## config.mk

```make
export PLATFORM = sky130hd
export DESIGN_NAME = cse_core_state
export DESIGN_NICKNAME = d
export VERILOG_FILES = /design/src/cse_pkg.sv /design/src/cse_core_state.sv
export SDC_FILE = /design/constraint.sdc
export NUM_CORES = 2
export LEC_CHECK = 0
export BUFFER_PORTS_ARGS = -buffer_cell sky130_fd_sc_hd__buf_2
export CORE_AREA = 2 2 284 286
export DETAILED_ROUTE_END_ITERATION = 16
export DIE_AREA = 0 0 286 288
export GPL_TIMING_DRIVEN = 0
export PLACE_DENSITY = 0.55
export SLEW_MARGIN = 20
export SYNTH_ARGS = -nofsm -noshare
export SYNTH_HDL_FRONTEND = slang
export SYNTH_SLANG_ARGS = --single-unit
```

## constraint.sdc

```tcl
create_clock -name clk_i -period 5.6 [get_ports clk_i]
set_clock_uncertainty 0.1 [all_clocks]
set_input_delay 0.84 -clock clk_i [delete_from_list [all_inputs] [get_ports clk_i]]
set_output_delay 0.84 -clock clk_i [all_outputs]
set_load 0.03 [all_outputs]
```

## src/cse_pkg.sv

```systemverilog
// cse_pkg: constants for the core state and exception unit
// assumes: one core clock, 32-bit memory interface, no register bus
package cse_pkg;
    // reset vector addresses
    localparam logic [31:0] CSE_VEC_SP_ADDR = 32'h0000_0000;
    localparam logic [31:0] CSE_VEC_PC_ADDR = 32'h0000_0004;
    // status word field positions, then the control and mask word bit positions
    localparam int CSE_FLAG_N_BIT = 31;
    localparam int CSE_FLAG_Z_BIT = 30;
    localparam int CSE_FLAG_C_BIT = 29;
    localparam int CSE_FLAG_V_BIT = 28;
    localparam int CSE_STATE_BIT = 24;
    localparam int CSE_EXC_HI = 5;
    localparam int CSE_STACK_SEL_BIT = 1;
    localparam int CSE_PRIO_MASK_BIT = 0;
    // exception numbers
    localparam logic [5:0] CSE_EXC_THREAD = 6'h00;
    localparam logic [5:0] CSE_EXC_NMI = 6'h02;
    localparam logic [5:0] CSE_EXC_FATAL = 6'h03;
    localparam logic [5:0] CSE_EXC_SVC = 6'h0B;
    localparam logic [5:0] CSE_EXC_PEND = 6'h0E;
    localparam logic [5:0] CSE_EXC_TICK = 6'h0F;
    localparam logic [5:0] CSE_EXC_IRQ0 = 6'h10;
    localparam logic [5:0] CSE_EXC_CONFIG_LO = 6'h04;
    // address map region codes (upper three address bits) and unused range bounds
    localparam logic [2:0] CSE_RGN_CODE = 3'h0;
    localparam logic [2:0] CSE_RGN_DATA = 3'h1;
    localparam logic [2:0] CSE_RGN_PERI = 3'h2;
    localparam logic [31:0] CSE_UNUSED_LO = 32'h6000_0000;
    localparam logic [31:0] CSE_UNUSED_HI = 32'hDFFF_FFFF;
    // access sizes
    localparam logic [1:0] CSE_SIZE_BYTE = 2'h0;
    localparam logic [1:0] CSE_SIZE_HALF = 2'h1;
    localparam logic [1:0] CSE_SIZE_WORD = 2'h2;
    // debug comparator counts and tick width
    localparam int CSE_NUM_BKPT = 4;
    localparam int CSE_NUM_WATCH = 2;
    localparam int CSE_TICK_W = 24;
    // sequencer states, one-hot
    typedef enum logic [3:0] {
        CSE_ST_FETCH_SP = 4'h1,
        CSE_ST_FETCH_PC = 4'h2,
        CSE_ST_RUN = 4'h4,
        CSE_ST_WAIT = 4'h8
    } cse_state_type;
endpackage

```

## src/cse_core_state.sv

```systemverilog
// cse_core_state: architectural state, exception entry/return, faults,
// tick timer, debug comparators and the single-cycle multiplier
// assumes: memory answers fetches with mem_ready_i; instruction decode outside
`timescale 1ns/1ps
module cse_core_state #(
    parameter int NUM_IRQ = 32
) (
    // clock and reset
    input wire logic clk_i,
    input wire logic reset_n_i,
    input wire logic clk_en_i,
    // vector fetch on the memory interface
    output logic vec_req_o,
    output logic [31:0] vec_addr_o,
    input wire logic mem_ready_i,
    input wire logic [31:0] mem_rdata_i,
    // instruction retire from decode
    input wire logic instr_valid_i,
    input wire logic [31:0] instr_addr_i,
    input wire logic flag_update_i,
    input wire logic [3:0] flags_i,
    // data access check
    input wire logic data_valid_i,
    input wire logic [31:0] data_addr_i,
    input wire logic [1:0] data_size_i,
    input wire logic [31:0] data_wdata_i,
    output logic [31:0] data_wdata_le_o,
    // special register writes
    input wire logic ctrl_wr_i,
    input wire logic [31:0] ctrl_wdata_i,
    input wire logic mask_wr_i,
    input wire logic [31:0] mask_wdata_i,
    // exception requests
    input wire logic nmi_i,
    input wire logic svc_i,
    input wire logic pend_i,
    input wire logic [NUM_IRQ-1:0] irq_i,
    input wire logic exc_return_i,
    // tick timer control
    input wire logic tick_en_i,
    input wire logic [cse_pkg::CSE_TICK_W-1:0] tick_reload_i,
    // debug comparators
    input wire logic [31:0] bkpt_addr_i [cse_pkg::CSE_NUM_BKPT],
    input wire logic [31:0] watch_addr_i [cse_pkg::CSE_NUM_WATCH],
    output logic bkpt_hit_o,
    output logic watch_hit_o,
    // multiplier
    input wire logic [31:0] mul_a_i,
    input wire logic [31:0] mul_b_i,
    output logic [31:0] mul_p_o,
    // architectural state
    output logic [31:0] status_o,
    output logic [31:0] main_stack_ptr_o,
    output logic [31:0] pc_o,
    output logic use_process_stack_o,
    output logic handler_mode_o,
    output logic exception_priority_mask_o,
    output logic fault_o,
    output logic bus_error_o,
    output logic running_o
);
    localparam int CSE_TICK_W_P = cse_pkg::CSE_TICK_W;

    // ****************************************
    // helper decodes
    // ****************************************
    // upper address bits select the region
    function automatic logic [2:0] region(input logic [31:0] a);
        region = a[31:29];
    endfunction
    // unused range between peripherals and private block
    function automatic logic unused_rgn(input logic [31:0] a);
        unused_rgn = (a >= cse_pkg::CSE_UNUSED_LO) && (a <= cse_pkg::CSE_UNUSED_HI);
    endfunction

    // ****************************************
    // state registers
    // ****************************************
    cse_pkg::cse_state_type state, next_state;
    logic [31:0] main_stack_ptr, next_msp;
    logic [31:0] pc, next_pc;
    logic tbit, next_tbit;
    logic [3:0] flags, next_flags;
    logic [5:0] exc_num, next_exc_num;
    logic stack_sel, next_stack_sel;
    logic saved_sel, next_saved_sel;
    logic pmask, next_pmask;
    logic fault, next_fault;
    logic bus_err, next_bus_err;
    logic [CSE_TICK_W_P-1:0] tick_cnt, next_tick_cnt;
    logic tick_pend, next_tick_pend;
    logic bk_hit, next_bk_hit;
    logic wt_hit, next_wt_hit;
    logic [31:0] mul_p, next_mul_p;
    logic [31:0] wle, next_wle;

    // ****************************************
    // debug comparators
    // ****************************************
    logic [cse_pkg::CSE_NUM_BKPT-1:0] bk_match;
    logic [cse_pkg::CSE_NUM_WATCH-1:0] wt_match;
    genvar gi;
    generate
        for (gi = 0; gi < cse_pkg::CSE_NUM_BKPT; gi++)
        begin : g_bkpt
            assign bk_match[gi] = instr_valid_i && (instr_addr_i == bkpt_addr_i[gi]);
        end
        for (gi = 0; gi < cse_pkg::CSE_NUM_WATCH; gi++)
        begin : g_watch
            assign wt_match[gi] = data_valid_i && (data_addr_i == watch_addr_i[gi]);
        end
    endgenerate

    // ****************************************
    // next-state logic
    // ****************************************
    // exception decode: fault, nmi, then configurable in fixed order
    logic unaligned, exec_fault, fatal_req, cfg_req;
    logic [5:0] cfg_num;
    always_comb
    begin
        unaligned = 1'b0;
        if (data_valid_i && data_size_i == cse_pkg::CSE_SIZE_WORD)
            unaligned = |data_addr_i[1:0];
        else if (data_valid_i && data_size_i == cse_pkg::CSE_SIZE_HALF)
            unaligned = data_addr_i[0];
        // missing state bit or execution from peripheral/unused space
        exec_fault = instr_valid_i && (!tbit
            || region(instr_addr_i) == cse_pkg::CSE_RGN_PERI
            || unused_rgn(instr_addr_i));
        fatal_req = unaligned || exec_fault
            || (data_valid_i && unused_rgn(data_addr_i));
        cfg_req = 1'b0;
        cfg_num = cse_pkg::CSE_EXC_THREAD;
        if (svc_i)
        begin
            cfg_req = 1'b1;
            cfg_num = cse_pkg::CSE_EXC_SVC;
        end
        else if (pend_i)
        begin
            cfg_req = 1'b1;
            cfg_num = cse_pkg::CSE_EXC_PEND;
        end
        else if (tick_pend)
        begin
            cfg_req = 1'b1;
            cfg_num = cse_pkg::CSE_EXC_TICK;
        end
        else
        begin
            for (int k = NUM_IRQ - 1; k >= 0; k--)
                if (irq_i[k])
                begin
                    cfg_req = 1'b1;
                    cfg_num = cse_pkg::CSE_EXC_IRQ0 + 6'(k);
                end
        end
    end

    always_comb
    begin
        next_state = state;
        next_msp = main_stack_ptr;
        next_pc = pc;
        next_tbit = tbit;
        next_flags = flags;
        next_exc_num = exc_num;
        next_stack_sel = stack_sel;
        next_saved_sel = saved_sel;
        next_pmask = pmask;
        next_fault = 1'b0;
        next_bus_err = data_valid_i && unused_rgn(data_addr_i);
        next_tick_cnt = tick_cnt;
        next_tick_pend = tick_pend;
        next_bk_hit = |bk_match;
        next_wt_hit = |wt_match;
        next_mul_p = mul_a_i * mul_b_i;
        // byte 0 of the word lands at the lowest address lane
        next_wle = data_wdata_i;
        // tick countdown and reload
        if (tick_en_i)
        begin
            if (tick_cnt == '0)
            begin
                next_tick_cnt = tick_reload_i;
                next_tick_pend = 1'b1;
            end
            else
                next_tick_cnt = tick_cnt - 1'b1;
        end
        case (state)
            cse_pkg::CSE_ST_FETCH_SP:
                if (mem_ready_i)
                begin
                    next_msp = mem_rdata_i;
                    next_state = cse_pkg::CSE_ST_FETCH_PC;
                end
            cse_pkg::CSE_ST_FETCH_PC:
                if (mem_ready_i)
                begin
                    next_pc = {mem_rdata_i[31:1], 1'b0};
                    next_tbit = mem_rdata_i[0];
                    next_state = cse_pkg::CSE_ST_RUN;
                end
            cse_pkg::CSE_ST_RUN:
            begin
                if (instr_valid_i)
                    next_pc = instr_addr_i;
                if (instr_valid_i && flag_update_i)
                    next_flags = flags_i;
                if (mask_wr_i)
                    next_pmask = mask_wdata_i[cse_pkg::CSE_PRIO_MASK_BIT];
                if (ctrl_wr_i && exc_num == cse_pkg::CSE_EXC_THREAD)
                    next_stack_sel = ctrl_wdata_i[cse_pkg::CSE_STACK_SEL_BIT];
                // a fault in the same cycle wins, so it is never lost behind a return
                if (exc_return_i && exc_num != cse_pkg::CSE_EXC_THREAD && !fatal_req)
                begin
                    next_exc_num = cse_pkg::CSE_EXC_THREAD;
                    next_stack_sel = saved_sel;
                end
                else if (fatal_req || (nmi_i && exc_num != cse_pkg::CSE_EXC_NMI)
                    || (cfg_req && !pmask && exc_num == cse_pkg::CSE_EXC_THREAD))
                begin
                    if (exc_num == cse_pkg::CSE_EXC_THREAD)
                        next_saved_sel = stack_sel;
                    next_stack_sel = 1'b0;
                    next_fault = fatal_req;
                    next_exc_num = fatal_req ? cse_pkg::CSE_EXC_FATAL :
                        nmi_i ? cse_pkg::CSE_EXC_NMI : cfg_num;
                    if (!fatal_req && !nmi_i && cfg_num == cse_pkg::CSE_EXC_TICK)
                        next_tick_pend = 1'b0;
                end
            end
            cse_pkg::CSE_ST_WAIT:
                next_state = cse_pkg::CSE_ST_RUN;
            default:
                next_state = cse_pkg::CSE_ST_FETCH_SP;
        endcase
    end

    // ****************************************
    // registers
    // ****************************************
    always_ff @(posedge clk_i or negedge reset_n_i)
    begin
        if (!reset_n_i)
        begin
            state <= cse_pkg::CSE_ST_FETCH_SP;
            main_stack_ptr <= '0;
            pc <= '0;
            tbit <= 1'b0;
            flags <= '0;
            exc_num <= cse_pkg::CSE_EXC_THREAD;
            stack_sel <= 1'b0;
            saved_sel <= 1'b0;
            pmask <= 1'b0;
            fault <= 1'b0;
            bus_err <= 1'b0;
            tick_cnt <= '0;
            tick_pend <= 1'b0;
            bk_hit <= 1'b0;
            wt_hit <= 1'b0;
            mul_p <= '0;
            wle <= '0;
        end
        else if (clk_en_i)
        begin
            state <= next_state;
            main_stack_ptr <= next_msp;
            pc <= next_pc;
            tbit <= next_tbit;
            flags <= next_flags;
            exc_num <= next_exc_num;
            stack_sel <= next_stack_sel;
            saved_sel <= next_saved_sel;
            pmask <= next_pmask;
            fault <= next_fault;
            bus_err <= next_bus_err;
            tick_cnt <= next_tick_cnt;
            tick_pend <= next_tick_pend;
            bk_hit <= next_bk_hit;
            wt_hit <= next_wt_hit;
            mul_p <= next_mul_p;
            wle <= next_wle;
        end
    end

    // ****************************************
    // outputs
    // ****************************************
    assign vec_req_o = (state == cse_pkg::CSE_ST_FETCH_SP) || (state == cse_pkg::CSE_ST_FETCH_PC);
    assign vec_addr_o = (state == cse_pkg::CSE_ST_FETCH_PC) ? cse_pkg::CSE_VEC_PC_ADDR
        : cse_pkg::CSE_VEC_SP_ADDR;
    // status word: flags, state bit, exception number, reserved zero
    assign status_o = {flags, 3'h0, tbit, 18'h0, exc_num};
    assign main_stack_ptr_o = main_stack_ptr;
    assign pc_o = pc;
    assign use_process_stack_o = stack_sel && (exc_num == cse_pkg::CSE_EXC_THREAD);
    assign handler_mode_o = exc_num != cse_pkg::CSE_EXC_THREAD;
    assign exception_priority_mask_o = pmask;
    assign fault_o = fault;
    assign bus_error_o = bus_err;
    assign running_o = state == cse_pkg::CSE_ST_RUN;
    assign bkpt_hit_o = bk_hit;
    assign watch_hit_o = wt_hit;
    assign mul_p_o = mul_p;
    assign data_wdata_le_o = wle;
endmodule

```

==> run summary <==
Failing checks: setup timing
I/O Buffers: 566
Seq cells post-synth: 174
Detailed-placement wirelength estimate: 97.7 mm
Die W: 286 um
Share of layout cells above drive strength 1: 29.4%
# hold bufs at CTS: 0
Post-synthesis simple-gate area fraction: 15.2%
Clock-pin slew on the worst setup and hold paths: 0.08 ns
Status: finished with violations
Placer Congestion: 0.940
Top FF cell, synth: dfrtp_1
Synth cell types: 60
CP max FO: 10
DRC viols: 0
Worst EP required: 5.83 ns
Final hold vios: 0
CTS max path bufs: 2
Mean routed wirelength per cell: 24.5 um
Worst Path Buf+Inv: 7
Worst Setup End Kind: flip-flop
Net count, final: 4,665
Starting density of the core: 33.1%
Fillers: 8,046
RSZ-0062 raised after global routing: true
CP top delay family: adder cells
Die footprint: 0.0824 mm^2
XOR/XNOR share of the synthesized area: 9.20%
CP max stage delay: 0.56 ns
Largest family of logic cells by synthesized area: adder cells
Placeable Area: 0.0796 mm^2
Number of global-route vias before repair: 23,876
Min cycle time layout: 7.15 ns
Tcrit/Tclk final: 128%
Compound-Gate Fraction of Synth Area: 5.68%
Area delta synth->final: 27.8%
Sequential area share after synthesis: 16.5%
Gr usage total: 27.8%
Number of synthesized flops with an enable pin: 0
Ports: 725
Routed Antenna Nets: 0
# rows: 104
Post-Syn Area: 0.0264 mm^2
Total CTS buffers: 17
Metal3 WL: 8.45 mm
Total Wirelength: 115 mm
Synth Warn #: 0
CTS HTree Levels: 4
CTS Sinks: 174
Synthesized-area fraction occupied by adder cells: 36.9%
Post-synthesis async set-or-reset flop share: 100%
Synth Area per Inst: 9.08 um^2
Largest net degree at the start of global routing: 71
Die height: 288 um
Fin Hold WS: 0.165 ns
Register area: 0.00436 mm^2
F_max: 140 MHz
Worst EP arrival: 7.38 ns
Tightest Hold Check Type: primary input to asynchronous set/reset pin
Most used cell, CP: fa_1
Post-synthesis mux area share: 5.48%
Skew-Pair Late Insertion Delay: 0.46 ns
Worst slew margin: 26.9%
Slowest-stage cell, CP: fa_1
Vias post-DR: 22,850
Wl on met1: 43.1 mm
Slew @ Worst Pin: 1.09 ns
Initial DRC count: 1,263
Post-Place Setup Slack: -2.64 ns
CTS Root Cell: clkbuf_16
Top sig layer: met5
Grt total ovfl: 0
Initial antenna violation count: 27
Critical path launch point type: primary input
Drt pass-1 iters: 6
Area of the multi-input gates: 0.0201 mm^2
TritonCTS clock tree: yes
Fin. max-slew vios: 0
Setup CP Type: primary input to flip-flop
Endpoints failing setup: 22
Gate Count Post-Synth: 2,904
Via-to-Cell Ratio: 4.88
Setup TNS: -23.64 ns
First-pass GRT wire length: 164 mm
Post-layout util: 42.3%
Max cap viols: 0
Fin worst setup slack: -1.55 ns
Met2 wire len: 56.1 mm
==> worst register-to-register path, stage by stage, from the launching register on <==
cell,delay (ns)
dfrtp_1,0.32
clkbuf_1,0.25
nor3b_1,0.21
clkbuf_1,0.59
and2_1,0.43
and3_1,0.20
clkbuf_1,0.30
mux2_2,0.38
==> per-layer routing <==
layer,global-route usage [%],up-vias
met2,47.8,954
met5,0,-
met3,6.27,227
li1,-,10207
met1,32.4,11438
met4,14.8,24
==> final timing paths <==
| kind | to | cells past startpoint | slack [ns] | from |
|---|---|---|---|---|
| max in group asynchronous | data_wdata_le_o[15] | 3 | 4.16 | reset_n_i |
| worst max-delay path | mul_p_o[30] | 26 | -1.55 | mul_a_i[9] |
| worst max register to register | flags[3] | 7 | 2.72 | state[2] |
| worst min register to register | pc_o[1] | 2 | 0.38 | pc_o[1] |
| worst min-delay path | main_stack_ptr_o[19] | 1 | 0.16 | reset_n_i |
| min in group clk_i | pc_o[1] | 2 | 0.38 | pc_o[1] |
==> cells in the mapped netlist (all sizes together) (3+ instances only) <==
cell    count  area share (%)
nor2b       5            0.12
or2        10            0.24
nor2       47            0.67
nor4       58             1.4
o41ai       4            0.13
buf        63             1.7
inv       511             7.3
mux2i      34             1.3
o21bai      7            0.20
xnor2      70             2.3
ha        125             5.9
and3        5            0.12
mux2       98             4.2
nand3      20            0.40
o21a        7            0.20
o21ai      87             1.7
nor3       24            0.53
a21oi      79             1.5
or4         4            0.11
o31ai       6            0.17
a211oi      7            0.20
fa        408              31
xor2      207             6.9
a21o       18            0.52
o211ai      4            0.11
nand4      14            0.33
and2      213             5.1
dfrtp     173              16
nand2     399             5.7
nand2b      6            0.14
o22ai      11            0.26
a32oi       3            0.13
or3        11            0.30
clkbuf    147             2.1
==> sequential cells by signal, summed over array words and instances, names as in the netlist <==
register                   cells
data_wdata_le_o               32
main_stack_ptr_o              32
mul_p_o                       32
pc_o                          32
tick_cnt                      24
exc_num                        6
flags                          4
state                          3
bkpt_hit_o                     1
bus_error_o                    1
exception_priority_mask_o      1
fault_o                        1
saved_sel                      1
stack_sel                      1
tbit                           1
tick_pend                      1
watch_hit_o                    1
==> final cells by class <==
cell class              instances  share of cell area, %
repair buffers                640                   10.7
well taps                    1060                   3.94
multi-input cells            2060                   59.6
flip-flops and latches        174                   12.9
diodes                          6                 0.0446
clock buffers                  19                   1.31
inverters                     511                   5.69
clock inverters                13                  0.487
plain buffers                 204                   5.26
==> cells by family after synthesis <==
family,count (synthesis)
DFF,174
AOI/OAI and AO/OA,247
muxes,132
buffers and inverters,721
xor gates and xnor gates,277
other,1
and+or+nand+nor,819
adders and majority gates,533
==> per-stage QoR <==
step,cells,cell area (um^2)
2_1_floorplan,2955,27300
3_3_place_gp,4581,31400
3_5_place_dp,4583,31500
4_1_cts,4645,33100
5_1_grt,4686,33700
6_report,4687,33700
==> repair_timing <==
action,CTS,global route
gates resized for setup,170,94
buffers inserted,33,38
gates cloned,0,1
pin swaps,67,58
setup endpoints to repair,23,23
==> layout by cell type (no fill, tap or decap), types with 16 or more instances in the layout <==
cell	n
fa_2	20
mux2i_1	34
dfrtp_1	173
xnor2_1	63
xor2_1	207
a21oi_2	18
clkbuf_1	69
nor4_1	57
a21oi_1	58
nor2_1	41
and2_1	211
conb_1	52
buf_2	555
mux2_2	89
fa_1	388
clkbuf_16	37
buf_4	121
nor3_1	20
inv_1	486
o21ai_0	74
a21o_1	16
nand2_1	383
ha_4	20
inv_2	25
ha_1	104
clkbuf_8	22
Power is not shown: default switching activity piles up to over one toggle a cycle in this logic, so the estimate is an artifact.
